===== src/rtl/cips_pkg.sv =====
// Shared constants, timing and state type for the protection sequencer
package cips_pkg;

    // Clock rate in MHz, used to turn times into cycle counts
    localparam int CLK_MHZ = 125;

    // Widths of the long timers and of the current step counter
    localparam int TMR_W = 21;
    localparam int STEP_W = 4;

    // Soft-start step levels
    localparam logic [STEP_W-1:0] STEP_NONE = 4'h0;
    localparam logic [STEP_W-1:0] STEP_FIRST = 4'h1;
    localparam logic [STEP_W-1:0] NUM_STEPS = 4'h8;

    // Times in their own units, figures as specified
    localparam int POWER_GOOD_DEGLITCH_TIME_MS = 9;
    localparam int INPUT_OVERVOLTAGE_RECOVERY_TIME_MS = 9;
    localparam int BATTERY_TRIP_DEGLITCH_TIME_US = 180;
    localparam int SOFT_START_STEP_TIME_US = 625;
    localparam int OVERLOAD_CHECK_TIME_MS = 5;
    localparam int OVERLOAD_RETRY_TIME_MS = 9;
    localparam int US_PER_MS = 1000;

    // Whole microseconds give whole cycles at this rate, no rounding
    function automatic logic [TMR_W-1:0] us_to_cycles(input int us);
        return TMR_W'(us * CLK_MHZ);
    endfunction : us_to_cycles

    // Cycle counts derived from the times above
    localparam logic [TMR_W-1:0] PGOOD_CYCLES =
        us_to_cycles(POWER_GOOD_DEGLITCH_TIME_MS * US_PER_MS);
    localparam logic [TMR_W-1:0] OVREC_CYCLES =
        us_to_cycles(INPUT_OVERVOLTAGE_RECOVERY_TIME_MS * US_PER_MS);
    localparam logic [TMR_W-1:0] BAT_DGL_CYCLES =
        us_to_cycles(BATTERY_TRIP_DEGLITCH_TIME_US);
    localparam logic [TMR_W-1:0] STEP_CYCLES =
        us_to_cycles(SOFT_START_STEP_TIME_US);
    localparam logic [TMR_W-1:0] CHECK_CYCLES =
        us_to_cycles(OVERLOAD_CHECK_TIME_MS * US_PER_MS);
    localparam logic [TMR_W-1:0] RETRY_CYCLES =
        us_to_cycles(OVERLOAD_RETRY_TIME_MS * US_PER_MS);

    // Sequencer states
    typedef enum logic [3:0] {
        ST_OFF,
        ST_PGOOD,
        ST_START,
        ST_CHECK,
        ST_RUN,
        ST_STOP,
        ST_RETRY,
        ST_FAULT,
        ST_OVREC
    } cips_state_t;

endpackage : cips_pkg


===== src/rtl/cips_tmr_if.sv =====
// Load and expiry signals between the sequencer and a countdown timer
`timescale 1ns/100ps
interface cips_tmr_if #(parameter int W = 21);
    logic load;
    logic [W-1:0] value;
    logic done;

    // Controller side loads, timer side reports
    modport ctl (output load, output value, input done);
    modport tmr (input load, input value, output done);
endinterface : cips_tmr_if


===== src/rtl/cips_timer.sv =====
// Loadable countdown timer with a one-cycle expiry pulse
`timescale 1ns/100ps
module cips_timer #(
    parameter int W = 21
) (
    // Clock and reset
    input wire logic clk,
    input wire logic rst,
    // Load and expiry
    cips_tmr_if.tmr t
);
    logic [W-1:0] cnt_r;
    logic [W-1:0] cnt_nxt;
    logic [W-1:0] one;

    // Expiry decodes the count alone, so a load may depend on it
    assign one = W'(1);
    assign cnt_nxt = t.load ? t.value :
                     (cnt_r != '0) ? cnt_r - one : cnt_r;
    assign t.done = (cnt_r == one);

    // Counter register
    always_ff @(posedge clk or posedge rst)
    begin
        if (rst)
            cnt_r <= '0;
        else
            cnt_r <= cnt_nxt;
    end

endmodule : cips_timer


===== src/rtl/cips_deglitch.sv =====
// Qualifies a level that must stay high for a set number of cycles
`timescale 1ns/100ps
module cips_deglitch #(
    parameter int W = 21,
    parameter logic [W-1:0] HOLD = 21'h057e4
) (
    // Clock and reset
    input wire logic clk,
    input wire logic rst,
    // Raw and qualified level
    input wire logic raw,
    output logic clean
);
    logic [W-1:0] cnt_r;
    logic [W-1:0] cnt_nxt;

    // Falls at once; the comparator already carries the hysteresis
    assign cnt_nxt = !raw ? '0 :
                     (cnt_r == HOLD) ? cnt_r : cnt_r + W'(1);
    assign clean = (cnt_r == HOLD);

    // Run-length counter
    always_ff @(posedge clk or posedge rst)
    begin
        if (rst)
            cnt_r <= '0;
        else
            cnt_r <= cnt_nxt;
    end

endmodule : cips_deglitch


===== src/rtl/cips_sequencer.sv =====
// Charger input protection sequencer: switch, soft steps and fault pin
//
// Function
// - After lockout rise, reset, deglitch, check limits.
// - Soft-start raises current in 625 us steps.
// - Overload after eighth step starts clamped check.
// - Check expiry still clamped: soft-stop, fault, retry.
// - Retry expiry releases fault and restarts soft-start.
// - Clean start-up disables overload check, runs normally.
// - Below lockout: switch open, fault released.
// - Input overvoltage opens switch and drives fault at once.
// - Input overvoltage clear: wait recovery time, reclose.
// - Battery trip past deglitch: soft-stop and fault.
// - Battery back below hysteresis: soft-start again.
// - Thermal trip opens switch and drives fault.
// - Thermal clear below hysteresis recloses switch.
// - Enable high forces open; low starts up.
// - Floating enable reads as enabled.
// - Enable high keeps fault released.
// - Power-good deglitch is 9 ms.
// - Overvoltage recovery deglitch is 9 ms.
// - Battery trip deglitch is 180 us.
`timescale 1ns/100ps
module cips_sequencer #(
    parameter logic [cips_pkg::TMR_W-1:0] PGOOD_CYCLES_P =
        cips_pkg::PGOOD_CYCLES,
    parameter logic [cips_pkg::TMR_W-1:0] OVREC_CYCLES_P =
        cips_pkg::OVREC_CYCLES,
    parameter logic [cips_pkg::TMR_W-1:0] BAT_DGL_CYCLES_P =
        cips_pkg::BAT_DGL_CYCLES,
    parameter logic [cips_pkg::TMR_W-1:0] STEP_CYCLES_P =
        cips_pkg::STEP_CYCLES,
    parameter logic [cips_pkg::TMR_W-1:0] CHECK_CYCLES_P =
        cips_pkg::CHECK_CYCLES,
    parameter logic [cips_pkg::TMR_W-1:0] RETRY_CYCLES_P =
        cips_pkg::RETRY_CYCLES
) (
    // Clock and reset
    input wire logic CLK,
    input wire logic RST,
    // Comparator results
    input wire logic IN_ABOVE_LOCKOUT,
    input wire logic IN_OVERVOLTAGE,
    input wire logic BAT_OVERVOLTAGE,
    input wire logic THERMAL_TRIP,
    input wire logic OVERLOAD,
    // Host enable, active low, with pad float detect
    input wire logic ENABLE_N,
    input wire logic ENABLE_N_FLOAT,
    // Pass switch control
    output logic SWITCH_ON,
    output logic [cips_pkg::STEP_W-1:0] CURRENT_STEP,
    output logic CURRENT_CLAMP,
    // Open-drain fault indication, active low
    output logic FAULT_N_O,
    output logic FAULT_N_OE_N
);
    import cips_pkg::*;

    cips_state_t state_r;
    cips_state_t state_nxt;
    logic [STEP_W-1:0] step_r;
    logic [STEP_W-1:0] step_nxt;
    logic chk_en_r;
    logic chk_en_nxt;
    logic stop_ovl_r;
    logic stop_ovl_nxt;
    logic ovp_seen_r;
    logic ovp_seen_nxt;
    logic switch_r;
    logic switch_nxt;
    logic clamp_r;
    logic clamp_nxt;
    logic fault_r;
    logic fault_nxt;

    logic enabled;
    logic go_off;
    logic hard_fault;
    logic bat_fault;
    logic any_fault;
    logic step_tick;
    logic last_step;
    logic entering;
    logic main_load;
    logic step_load;
    logic ovl_stopping;

    cips_tmr_if #(.W(TMR_W)) main_tmr ();
    cips_tmr_if #(.W(TMR_W)) step_tmr ();

    // Long intervals: power-good, check, retry and recovery
    cips_timer #(
        .W(TMR_W)
    ) u_main_timer (
        .clk(CLK),
        .rst(RST),
        .t(main_tmr.tmr)
    );

    // Hold time of one soft-start or soft-stop step
    cips_timer #(
        .W(TMR_W)
    ) u_step_timer (
        .clk(CLK),
        .rst(RST),
        .t(step_tmr.tmr)
    );

    // Battery trip must persist before it counts
    cips_deglitch #(
        .W(TMR_W),
        .HOLD(BAT_DGL_CYCLES_P)
    ) u_bat_deglitch (
        .clk(CLK),
        .rst(RST),
        .raw(BAT_OVERVOLTAGE),
        .clean(bat_fault)
    );

    // Enable decode; an undriven pin behaves as pulled low
    assign enabled = !(ENABLE_N && !ENABLE_N_FLOAT);
    assign go_off = !IN_ABOVE_LOCKOUT || !enabled;

    // Faults that open the switch at once, without stepping down
    assign hard_fault = IN_OVERVOLTAGE || THERMAL_TRIP;
    assign any_fault = hard_fault || bat_fault;

    // Step bookkeeping
    assign step_tick = step_tmr.done;
    assign last_step = (step_r == NUM_STEPS);
    assign entering = (state_nxt != state_r);

    // Next state; lockout and enable win over everything
    always_comb
    begin
        state_nxt = state_r;
        stop_ovl_nxt = stop_ovl_r;
        chk_en_nxt = chk_en_r;
        if (go_off)
        begin
            state_nxt = ST_OFF;
        end
        else
        begin
            unique case (state_r)
                ST_OFF:
                begin
                    // Every start from off goes through the full power-good wait
                    state_nxt = ST_PGOOD;
                    chk_en_nxt = 1'b1;
                end
                ST_PGOOD:
                begin
                    // Limits only judged once the input has settled
                    if (main_tmr.done)
                        state_nxt = any_fault ? ST_FAULT : ST_START;
                end
                ST_START:
                begin
                    // Overload is judged only once the last step has run
                    if (hard_fault)
                        state_nxt = ST_FAULT;
                    else if (bat_fault)
                    begin
                        state_nxt = ST_STOP;
                        stop_ovl_nxt = 1'b0;
                    end
                    else if (step_tick && last_step)
                    begin
                        if (OVERLOAD && chk_en_r)
                            state_nxt = ST_CHECK;
                        else
                        begin
                            state_nxt = ST_RUN;
                            chk_en_nxt = 1'b0;
                        end
                    end
                end
                ST_CHECK:
                begin
                    // Current back under the limit ends the check early
                    if (hard_fault)
                        state_nxt = ST_FAULT;
                    else if (bat_fault)
                    begin
                        state_nxt = ST_STOP;
                        stop_ovl_nxt = 1'b0;
                    end
                    else if (!OVERLOAD)
                    begin
                        state_nxt = ST_RUN;
                        chk_en_nxt = 1'b0;
                    end
                    else if (main_tmr.done)
                    begin
                        state_nxt = ST_STOP;
                        stop_ovl_nxt = 1'b1;
                    end
                end
                ST_RUN:
                begin
                    // Overload here is left to the analogue limit
                    if (hard_fault)
                        state_nxt = ST_FAULT;
                    else if (bat_fault)
                    begin
                        state_nxt = ST_STOP;
                        stop_ovl_nxt = 1'b0;
                    end
                end
                ST_STOP:
                begin
                    // Hard faults skip the remaining steps
                    if (hard_fault)
                        state_nxt = ST_FAULT;
                    else if (step_tick && step_r <= STEP_FIRST)
                        state_nxt = stop_ovl_r ? ST_RETRY : ST_FAULT;
                end
                ST_RETRY:
                begin
                    // A battery trip here must not reclose the switch
                    if (any_fault)
                        state_nxt = ST_FAULT;
                    else if (main_tmr.done)
                        state_nxt = ST_START;
                end
                ST_FAULT:
                begin
                    // Overvoltage exit waits out the recovery time
                    if (!any_fault)
                        state_nxt = ovp_seen_r ? ST_OVREC : ST_START;
                end
                ST_OVREC:
                begin
                    // Any new fault sends it back to the fault state
                    if (any_fault)
                        state_nxt = ST_FAULT;
                    else if (main_tmr.done)
                        state_nxt = ST_START;
                end
            endcase
        end
    end

    // Remember an overvoltage for the recovery wait; fresh per fault
    assign ovp_seen_nxt = (state_nxt == ST_FAULT) &&
                          (ovp_seen_r || IN_OVERVOLTAGE);

    // Long timer loads on entry to each waiting state
    // Each wait reloads on entry, so an old expiry cannot leak
    assign main_load = entering && (state_nxt == ST_PGOOD ||
                       state_nxt == ST_CHECK || state_nxt == ST_RETRY ||
                       state_nxt == ST_OVREC);
    assign main_tmr.load = main_load;
    assign main_tmr.value =
        (state_nxt == ST_PGOOD) ? PGOOD_CYCLES_P :
        (state_nxt == ST_CHECK) ? CHECK_CYCLES_P :
        (state_nxt == ST_RETRY) ? RETRY_CYCLES_P :
        OVREC_CYCLES_P;

    // Step timer reloads on entry and on each step while stepping
    // A tick that leaves the state does not reload; the timer idles
    assign step_load = (entering && state_nxt == ST_START) ||
                       (state_nxt == ST_STOP && state_r != ST_STOP) ||
                       (step_tick && state_nxt == state_r &&
                        (state_r == ST_START || state_r == ST_STOP));
    assign step_tmr.load = step_load;
    assign step_tmr.value = STEP_CYCLES_P;

    // Permitted current step: up in start, down in stop, held in check and run, else none
    assign step_nxt =
        (entering && state_nxt == ST_START) ? STEP_FIRST :
        (state_nxt == ST_START && step_tick && !last_step) ?
            step_r + STEP_FIRST :
        (state_nxt == ST_STOP && step_tick && step_r != STEP_NONE) ?
            step_r - STEP_FIRST :
        (state_nxt == ST_START || state_nxt == ST_CHECK ||
         state_nxt == ST_RUN || state_nxt == ST_STOP) ? step_r :
        STEP_NONE;

    // Switch closed only while conducting states hold
    assign switch_nxt = (state_nxt == ST_START) ||
                        (state_nxt == ST_CHECK) ||
                        (state_nxt == ST_RUN) ||
                        (state_nxt == ST_STOP);
    assign clamp_nxt = (state_nxt == ST_CHECK);

    // Fault pin; an overload stop counts as a fault until retry ends
    // Lockout or disable releases the pin whatever the fault
    assign ovl_stopping = stop_ovl_nxt &&
                          (state_nxt == ST_STOP || state_nxt == ST_RETRY);
    assign fault_nxt = enabled && IN_ABOVE_LOCKOUT &&
                       (any_fault || ovl_stopping);

    // State and mode registers
    always_ff @(posedge CLK or posedge RST)
    begin
        if (RST)
        begin
            state_r <= ST_OFF;
            stop_ovl_r <= 1'b0;
            chk_en_r <= 1'b0;
            ovp_seen_r <= 1'b0;
        end
        else
        begin
            state_r <= state_nxt;
            stop_ovl_r <= stop_ovl_nxt;
            chk_en_r <= chk_en_nxt;
            ovp_seen_r <= ovp_seen_nxt;
        end
    end

    // Output registers; switch and fault change on the same edge
    always_ff @(posedge CLK or posedge RST)
    begin
        if (RST)
        begin
            step_r <= STEP_NONE;
            switch_r <= 1'b0;
            clamp_r <= 1'b0;
            fault_r <= 1'b0;
        end
        else
        begin
            step_r <= step_nxt;
            switch_r <= switch_nxt;
            clamp_r <= clamp_nxt;
            fault_r <= fault_nxt;
        end
    end

    // Port drive; the open-drain pin only ever pulls low
    assign SWITCH_ON = switch_r;
    assign CURRENT_STEP = step_r;
    assign CURRENT_CLAMP = clamp_r;
    assign FAULT_N_O = 1'b0;
    assign FAULT_N_OE_N = !fault_r;

endmodule : cips_sequencer


===== config.mk =====
export PLATFORM = sky130hd
export DESIGN_NAME = cips_sequencer
export DESIGN_NICKNAME = d
export VERILOG_FILES = /design/src/rtl/cips_pkg.sv /design/src/rtl/cips_tmr_if.sv /design/src/rtl/cips_timer.sv /design/src/rtl/cips_deglitch.sv /design/src/rtl/cips_sequencer.sv
export SDC_FILE = /design/constraint.sdc
export NUM_CORES = 1
export LEC_CHECK = 0
export BUFFER_PORTS_ARGS = -buffer_cell sky130_fd_sc_hd__buf_2
export CORE_MARGIN = 4
export CORE_UTILIZATION = 30
export CTS_CLUSTER_DIAMETER = 120
export DETAILED_ROUTE_END_ITERATION = 10
export PLACE_DENSITY = 0.44
export SLEW_MARGIN = 20
export SYNTH_ARGS = -nofsm -noshare
export SYNTH_HDL_FRONTEND = slang
export SYNTH_SLANG_ARGS = --single-unit

===== constraint.sdc =====
create_clock -name CLK -period 5.4 [get_ports CLK]
set_input_delay 0.27 -clock CLK [delete_from_list [all_inputs] [get_ports CLK]]
set_output_delay 0.27 -clock CLK [all_outputs]
set_load 0.05 [all_outputs]

==> out/qor.csv, run 1 <==
metric,value,unit
seq_area,0.00193,mm^2
synth-main-ff-cell,dfrtp_1,
final_max_slew_viol_count,0,
cts_tree,built,
intPower,1100,uW
combPwrFrac,0.114,
gp_congestion,0.792,
n_fill_cell,1607,
firstDrtPassIters,4,
final_nets,562,
netlist.area_leader.share,0.403,
fin_crit,4240,ps
seq_area_frac_synth,0.403,
max-cap-violations,0,
synth_top_cell_by_area,dfrtp_1,
setup_viol,0,
yosys_warnings,0,
crit_arrival,4460,ps
cp-start-kind,register,
cts_buffers,9,
fin_crit_sh,0.785,
rsz0062_at_grt,no,
final_area,0.00537,mm^2
detail-route-antenna-nets,0,
ys_ff_latch,77,
pre_cts_slack,1120,ps
path_max_fanout,21,
p_seq_frac,0.435,
p_clk_frac,0.451,
syn_avg_cell_area,8.94,um^2
cts_hold_buffers,0,
irDropWorstVdd,156,uV
synthArstFlopShare,1.00,
cts_setup_buffers,0,
end_kind,register,
grt_max_degree,78,
clkSinkCount,77,
synth_cell_types,70,
n_antenna_cell,0,
p_total,1490,uW
syn-num-nets,556,
routed_wl,11000,um
insertion_delay,340,ps
clock_path_buffers,2,
multi_input_area,0.00267,mm^2
dieArea,0.0180,mm^2
p_leak,0.00219,uW
die_h,134,um
status,finished clean,
clk_pin_slew_worst_paths,70,ps
io_pins,17,
hold_viol_final,0,
synth.most_common_cell,dfrtp_1,
coreArea,0.0154,mm^2
via_count,3839,
timing.fmax,0.236,GHz
holdCritPathClass,primary input to async pin,
final_util,0.348,
drt-initial-drc-count,303,
fin_skew,10.5,ps
port_buffers,15,
slew_headroom,0.490,
initial_core_util,0.310,
synthTopCellsByCount,"77 x dfrtp_1, 48 x nand2_1, 48 x nor2_1, 34 x nor3_1, 33 x xnor2_1",
row_count,45,
area_growth,12.2,%
syn-instance-count,535,
swShare,0.259,
dp_hpwl,7630,um
htree_levels,3,
cts-root-buf,clkbuf_16,
route.detailed.drc,0,
p_sw,384,uW
grt_pass1_wl,18900,um
grt_pass1_vias,3716,
finalSetupTns,0,ps
critical_path_required,5620,ps
powerDensity,277,mW/mm^2
synth_edf_count,0,
die_w,134,um
dpl-instance-area,0.00504,mm^2
cts_resized,0,
overflow,0,
crit_type,register to register,
syn_area,0.00478,mm^2
setup_slack,1160,ps
vias_per_cell,5.07,
wl_per_cell,14.6,um
ys_top_cells_by_area,"dfrtp_1 40%, xnor2_1 6.0%, nand2_1 3.8%",
worst_pin_slew,758,ps
track_usage,0.128,
antenna_found_initial,0,
drive_above_1_share,0.0952,
power by group through the flow:
stage / clock network [uW] / registers, uW / logic [uW]
after detailed placement: 0 / 656 / 172
after global placement: 0 / 656 / 170
after CTS: 691 / 646 / 173
final: 670 / 646 / 169
after floorplan: 0 / 646 / 140
after global routing: 713 / 652 / 193
worst paths after layout:
path                                            start                        to  slack (ps)  depth (start not counted)
worst max-delay path            u_main_timer.cnt_r[2]     u_step_timer.cnt_r[5]        1160                         11
worst min-delay path                              RST    u_step_timer.cnt_r[11]         120                          3
worst max register to register  u_main_timer.cnt_r[2]     u_step_timer.cnt_r[5]        1160                         11
worst min register to register               chk_en_r                  chk_en_r         510                          1
max in group asynchronous                         RST  u_bat_deglitch.cnt_r[15]        4790                          3
min in group CLK                       IN_OVERVOLTAGE                ovp_seen_r         270                          2
state kept, by name (all words and copies together) (netlist names), 4 cells and up:
signal and flops:
u_bat_deglitch.cnt_r 21, state_r 4, CURRENT_STEP 4, u_step_timer.cnt_r 21, u_main_timer.cnt_r 21
layout by cell type (no fill, tap or decap), drive strengths merged, types with 12 or more instances in the layout:
| master | synthesis | routed |
|---|---|---|
| xnor2 | 33 | 33 |
| nor3 | 36 | 36 |
| xor2 | 20 | 20 |
| nand2 | 48 | 48 |
| nand3 | 25 | 25 |
| dfrtp | 77 | 77 |
| o21ai | 12 | 12 |
| ha | 12 | 12 |
| a21oi | 13 | 13 |
| inv | 20 | 20 |
| nor4 | 17 | 17 |
| or3 | 13 | 13 |
| nor2 | 48 | 48 |
| and2 | 19 | 19 |
| buf | 10 | 18 |
| nand4 | 13 | 13 |
layer usage:
metal  vias to the layer above  global-route usage  part of all wire
met5                         -                   0                 0
met4                         0              0.0424             0.014
met3                        13              0.0266             0.036
met2                        62               0.184              0.44
met1                      1854               0.191              0.51
li1                       1910                   -                 -
final cells by class:
| type | instances | area share |
|---|---|---|
| clock buffers | 11 | 0.0452 |
| repair buffers | 18 | 0.0189 |
| inverters | 21 | 0.0152 |
| clock inverters | 5 | 0.0154 |
| multi-input cells | 414 | 0.497 |
| well taps | 211 | 0.0492 |
| flip-flops and latches | 77 | 0.359 |
per-stage QoR:
step	std cells	hold slack, ps
after global placement	741	493
after detailed placement	741	495
after floorplan	535	403
final	757	122
after global routing	757	201
after CTS	757	251
logic make-up after synthesis:
logic type | share of synthesized area
compound gates | 0.101
other cells | 0.000784
flops | 0.403
buf+inv | 0.0400
simple gates | 0.316
fa+ha+maj | 0.0314
mux | 0.0107
xor+xnor | 0.0971
worst max-delay path, cell delays in order (launching register included):
cell and delay (ps):
dfrtp_1 410, or4_1 630, nor4_4 450, a31oi_1 180, a2111oi_2 420, nand3_1 190
nand2b_1 200, inv_2 80, a21o_1 190, nor3_2 270, mux2_2 550, or4b_1 550
Note: power is estimated with default switching activity, not from simulation.
==> run 2: changes to the inputs <==
- clock period: 5.4 -> 4.3 ns (I/O delays scaled with it)
==> run 2 against run 1 <==
Against the previous run:
- cell area rose by 1.7%
- hold slack gained 96 ps
- global-route usage is 0.12 points higher
- power grew 27%
- via count is 1.0% higher
- sequential share of layout area shrank 0.59 points
==> out/qor.csv, run 2 (synthesized netlist as in run 1, its figures left out) <==
metric,value,unit
antenna_found_initial,0,
final_area,0.00546,mm^2
cts-root-buf,clkbuf_16,
layout_common_cells,"77 x dfrtp_1, 48 x nand2_1, 48 x nor2_1",
htree_levels,3,
via_count,3878,
rsz0062_at_grt,no,
p_seq_frac,0.430,
hold_viol_final,0,
crit_buf_inv,2,
final_max_slew_viol_count,0,
n_antenna_cell,0,
finalSetupTns,0,ps
area_growth,14.1,%
p_clk_frac,0.451,
row_count,45,
reg.largest.list,"u_bat_deglitch.cnt_r: 21 flops, u_main_timer.cnt_r: 21 flops, u_step_timer.cnt_r: 21 flops",
clock_path_buffers,2,
track_usage,0.129,
cts_setup_buffers,0,
drive_above_1_share,0.112,
io_pins,17,
status,finished clean,
final_util,0.354,
drt-initial-drc-count,278,
route.detailed.drc,0,
insertion_delay,340,ps
slew_headroom,0.516,
detail-route-antenna-nets,0,
cp_slowest_cell,or4_1,
grt_pass1_wl,18900,um
coreArea,0.0154,mm^2
irDropWorstVdd,179,uV
final_common_cell,dfrtp_1,
cts_resized,0,
dieArea,0.0180,mm^2
combPwrFrac,0.119,
cts_tree,built,
gp_congestion,0.858,
wl_met1,5800,um
grt_pass1_vias,3747,
intPower,1410,uW
path_max_fanout,11,
firstDrtPassIters,4,
path_cells,"or4_1, nor4_4, a31oi_1, a2111oi_2, nand3_1, nand2b_1, inv_2, a21o_1, nor3_2, mux2_2, buf_4, or3_1",
route.met2.wl,4950,um
crit_type,register to register,
n_fill_cell,1620,
clk_pin_slew_worst_paths,60,ps
timing.fmax,0.252,GHz
path_depth,12,
hold_path_depth,2,
cts_buffers,9,
powerDensity,345,mW/mm^2
cpPeakStageDelay,660,ps
swShare,0.250,
setup_viol,0,
port_buffers,15,
routed_wl,11300,um
p_leak,0.00224,uW
critical_path_required,4510,ps
clkSinkCount,77,
grt_max_degree,44,
cp-start-kind,register,
final_nets,573,
critPathTopFamily,simple AND/OR/NAND/NOR gates,
cts_hold_buffers,1,
worst-r2r-cell-count,12,
vias_per_cell,5.06,
holdCritPathClass,primary input to register,
top_layer,met4,
end_kind,register,
worst_pin_slew,721,ps
dpl-instance-area,0.00511,mm^2
crit_arrival,4190,ps
fin_crit_sh,0.925,
dp_hpwl,8040,um
fin_crit,3980,ps
die_h,134,um
wl_per_cell,14.7,um
max-cap-violations,0,
dr_wl_met3,343,um
die_w,134,um
fin_skew,9.48,ps
p_sw,470,uW
overflow,0,
initial_core_util,0.310,
[run 2: changes by cell type in the layout (fill, tap and decap cells not counted), sizes merged]
cell / change
buf: +10
clkbuf: +1
clkinv: -2
clkinvlp: +1
dlygate4sd3: +1
inv: -1
[run 2: area by class of cell]
cell class	count	area [um^2]	area share
Tap cell	211	264	0.0484
Sequential cell	77	1930	0.353
Multi-Input combinational cell	414	2670	0.489
Inverter	21	81.3	0.0149
Clock buffer	12	267	0.0488
Timing Repair Buffer	29	183	0.0335
Clock inverter	3	67.6	0.0124
[run 2: worst reg2reg max path, delay by kind of cell (launching register included)]
family / cells / cell delay [ps]
mux: 1 / 450
flops: 1 / 410
simple gates: 6 / 1970
compound gates: 3 / 740
buf+inv: 2 / 290
[run 2: final timing paths]
path / start / endpoint / slack, ps
max: u_main_timer.cnt_r[2] / u_step_timer.cnt_r[12] / 320
min: IN_OVERVOLTAGE / ovp_seen_r / 220
max reg2reg: u_main_timer.cnt_r[2] / u_step_timer.cnt_r[12] / 320
min reg2reg: chk_en_r / chk_en_r / 500
max in group asynchronous: RST / u_bat_deglitch.cnt_r[14] / 2820
min in group asynchronous: RST / state_r[1] / 490
[run 2: power groups by stage]
| stage | sequential (uW) | clock, uW | combinational (uW) |
|---|---|---|---|
| after global placement | 822 | 0 | 220 |
| after detailed placement | 822 | 0 | 223 |
| final | 810 | 849 | 224 |
| after global routing | 817 | 908 | 255 |
| after CTS | 809 | 878 | 227 |
| after floorplan | 811 | 0 | 175 |
[run 2: per-stage QoR]
step	worst slack [ps]	hold WS [ps]	power (uW)	instances
2_1_floorplan	617	348	986	535
3_3_place_gp	474	317	1040	751
3_5_place_dp	374	322	1040	751
4_1_cts	326	201	1910	767
5_1_grt	98.1	218	1980	767
6_report	324	218	1880	767
[run 2: metal layers]
metal  track usage  up-vias
li1              -     1934
met5             0        -
met1         0.188     1869
met3        0.0221       14
met2         0.191       61
met4        0.0509        0
==> run 3: changes to the inputs <==
- CORE_UTILIZATION: 30 -> 35
- PLACE_DENSITY: 0.44 -> 0.49
==> run 3 against run 2 <==
Against the previous run:
- largest power group is now sequential cells
- power is 4.7% lower
- sequential share of layout area is 0.63 points higher
- largest cell class unchanged
- global-route usage is 1.4 points higher
- setup slack got worse by 36 ps
- critical path depth unchanged
- maximum frequency is 0.90% lower
- die area shrank 13%
- combinational power fell by 4%
- cell area is 1.7% lower
==> out/qor.csv, run 3 (synthesized netlist as in run 1, its figures left out) <==
metric,value,unit
routed_wl,10800,um
detail-route-antenna-nets,0,
grt_max_degree,41,
initial_core_util,0.360,
powerDensity,335,mW/mm^2
fin_skew,9.25,ps
row_count,42,
cts_hold_buffers,1,
grt_use_met3,0.0386,
setup_viol,0,
fin_crit_sh,0.933,
track_usage,0.143,
holdCritPathClass,primary input to register,
cpPeakStageDelay,640,ps
firstDrtPassIters,4,
max-cap-violations,0,
cts-root-buf,clkbuf_16,
reg.largest.list,"u_bat_deglitch.cnt_r: 21 flops, u_main_timer.cnt_r: 21 flops, u_step_timer.cnt_r: 21 flops",
drt-initial-drc-count,384,
hold_viol_final,0,
final_max_slew_viol_count,0,
gp_congestion,0.905,
die_h,125,um
htree_levels,3,
final_nets,571,
cts_tree,built,
vias_per_cell,5.21,
finalSetupTns,0,ps
path_max_fanout,12,
final_common_cell,dfrtp_1,
port_buffers,15,
slew_headroom,0.497,
rsz0062_at_grt,no,
cp-start-kind,register,
io_pins,17,
grt_pass1_wl,18400,um
dieArea,0.0156,mm^2
cts_setup_buffers,0,
worst_pin_slew,749,ps
busiest_layer,met2,
stdcell_count,731,
n_antenna_cell,0,
crit_type,register to register,
insertion_delay,340,ps
critical_path_required,4520,ps
coreArea,0.0133,mm^2
p_leak,0.00221,uW
overflow,0,
grt_pass1_vias,3591,
drive_above_1_share,0.110,
die_w,125,um
fin_crit,4010,ps
cts_resized,0,
timing.fmax,0.249,GHz
area_growth,12.1,%
crit_arrival,4230,ps
cp_slowest_cell,or4_1,
grt_util_met2,0.209,
irDropWorstVdd,190,uV
path_cells,"or4_1, nor4_4, a31oi_1, a2111oi_2, nand3_1, nand2b_1, inv_2, a21o_1, nor3_2, mux2_2, buf_4, or3_1",
route.detailed.drc,0,
place_inst,714,
layout_common_cells,"77 x dfrtp_1, 48 x nand2_1, 48 x nor2_1",
clkSinkCount,77,
antenna_found_initial,0,
grtUsageMet1,0.205,
via_count,3809,
wl_per_cell,14.8,um
status,finished clean,
clk_pin_slew_worst_paths,60,ps
crit_buf_inv,2,
clock_path_buffers,2,
cts_buffers,9,
n_fill_cell,1302,
critPathTopFamily,simple AND/OR/NAND/NOR gates,
end_kind,register,
dp_hpwl,7600,um
run 3: cell types whose count changed in the layout (fill, tap and decap cells not counted):
cell        previous run  this run
buf_4                 13        11
bufinv_16              2         1
clkbuf_8               3         0
clkinv_2               2         4
clkinvlp_4             1         2
inv_6                  0         2
run 3: per-layer routing:
layer	up-vias	share of wire
met4	0	0.013
met3	10	0.041
met2	70	0.44
met5	-	0
met1	1799	0.51
li1	1930	-
run 3: power by group:
part	switching, uW	internal, uW	total [uW]
combinational	127	89.4	216
clock	317	451	768
sequential	41.6	768	810
run 3: worst paths after layout:
kind | cells past startpoint | from | end | slack, ps
setup / recovery | 12 | u_main_timer.cnt_r[2] | u_step_timer.cnt_r[8] | 290
hold / removal | 2 | IN_OVERVOLTAGE | ovp_seen_r | 220
setup reg to reg | 12 | u_main_timer.cnt_r[2] | u_step_timer.cnt_r[8] | 290
hold reg to reg | 1 | chk_en_r | chk_en_r | 500
max in group asynchronous | 4 | RST | stop_ovl_r | 2820
min in group asynchronous | 3 | RST | u_main_timer.cnt_r[14] | 490
run 3: area by class of cell:
type	count	area, um^2	area share
inverters	21	81.3	0.0152
flip-flops and latches	77	1930	0.359
clock buffers	9	225	0.0420
well taps	176	220	0.0411
repair buffers	27	168	0.0313
clock inverters	7	72.6	0.0135
multi-input cells	414	2670	0.498
run 3: worst reg2reg max path, stage by stage (launching register included):
cell	delay (ps)
dfrtp_1	410
or4_1	640
nor4_4	340
a31oi_1	140
a2111oi_2	420
nand3_1	180
nand2b_1	200
inv_2	80
a21o_1	190
nor3_2	270
mux2_2	480
buf_4	200
or3_1	370
run 3: through the flow:
| stage | hold WS (ps) | utilization | setup WS (ps) | total power (uW) | area, um^2 |
|---|---|---|---|---|---|
| floorplan | 348 | - | 617 | 986 | 4780 |
| CTS | 203 | 0.403 | 289 | 1820 | 5360 |
| global route | 219 | 0.403 | 12.9 | 1890 | 5360 |
| global placement | 334 | 0.380 | 416 | 1040 | 5050 |
| detailed placement | 342 | 0.380 | 301 | 1040 | 5050 |
| finish | 215 | 0.403 | 288 | 1790 | 5360 |
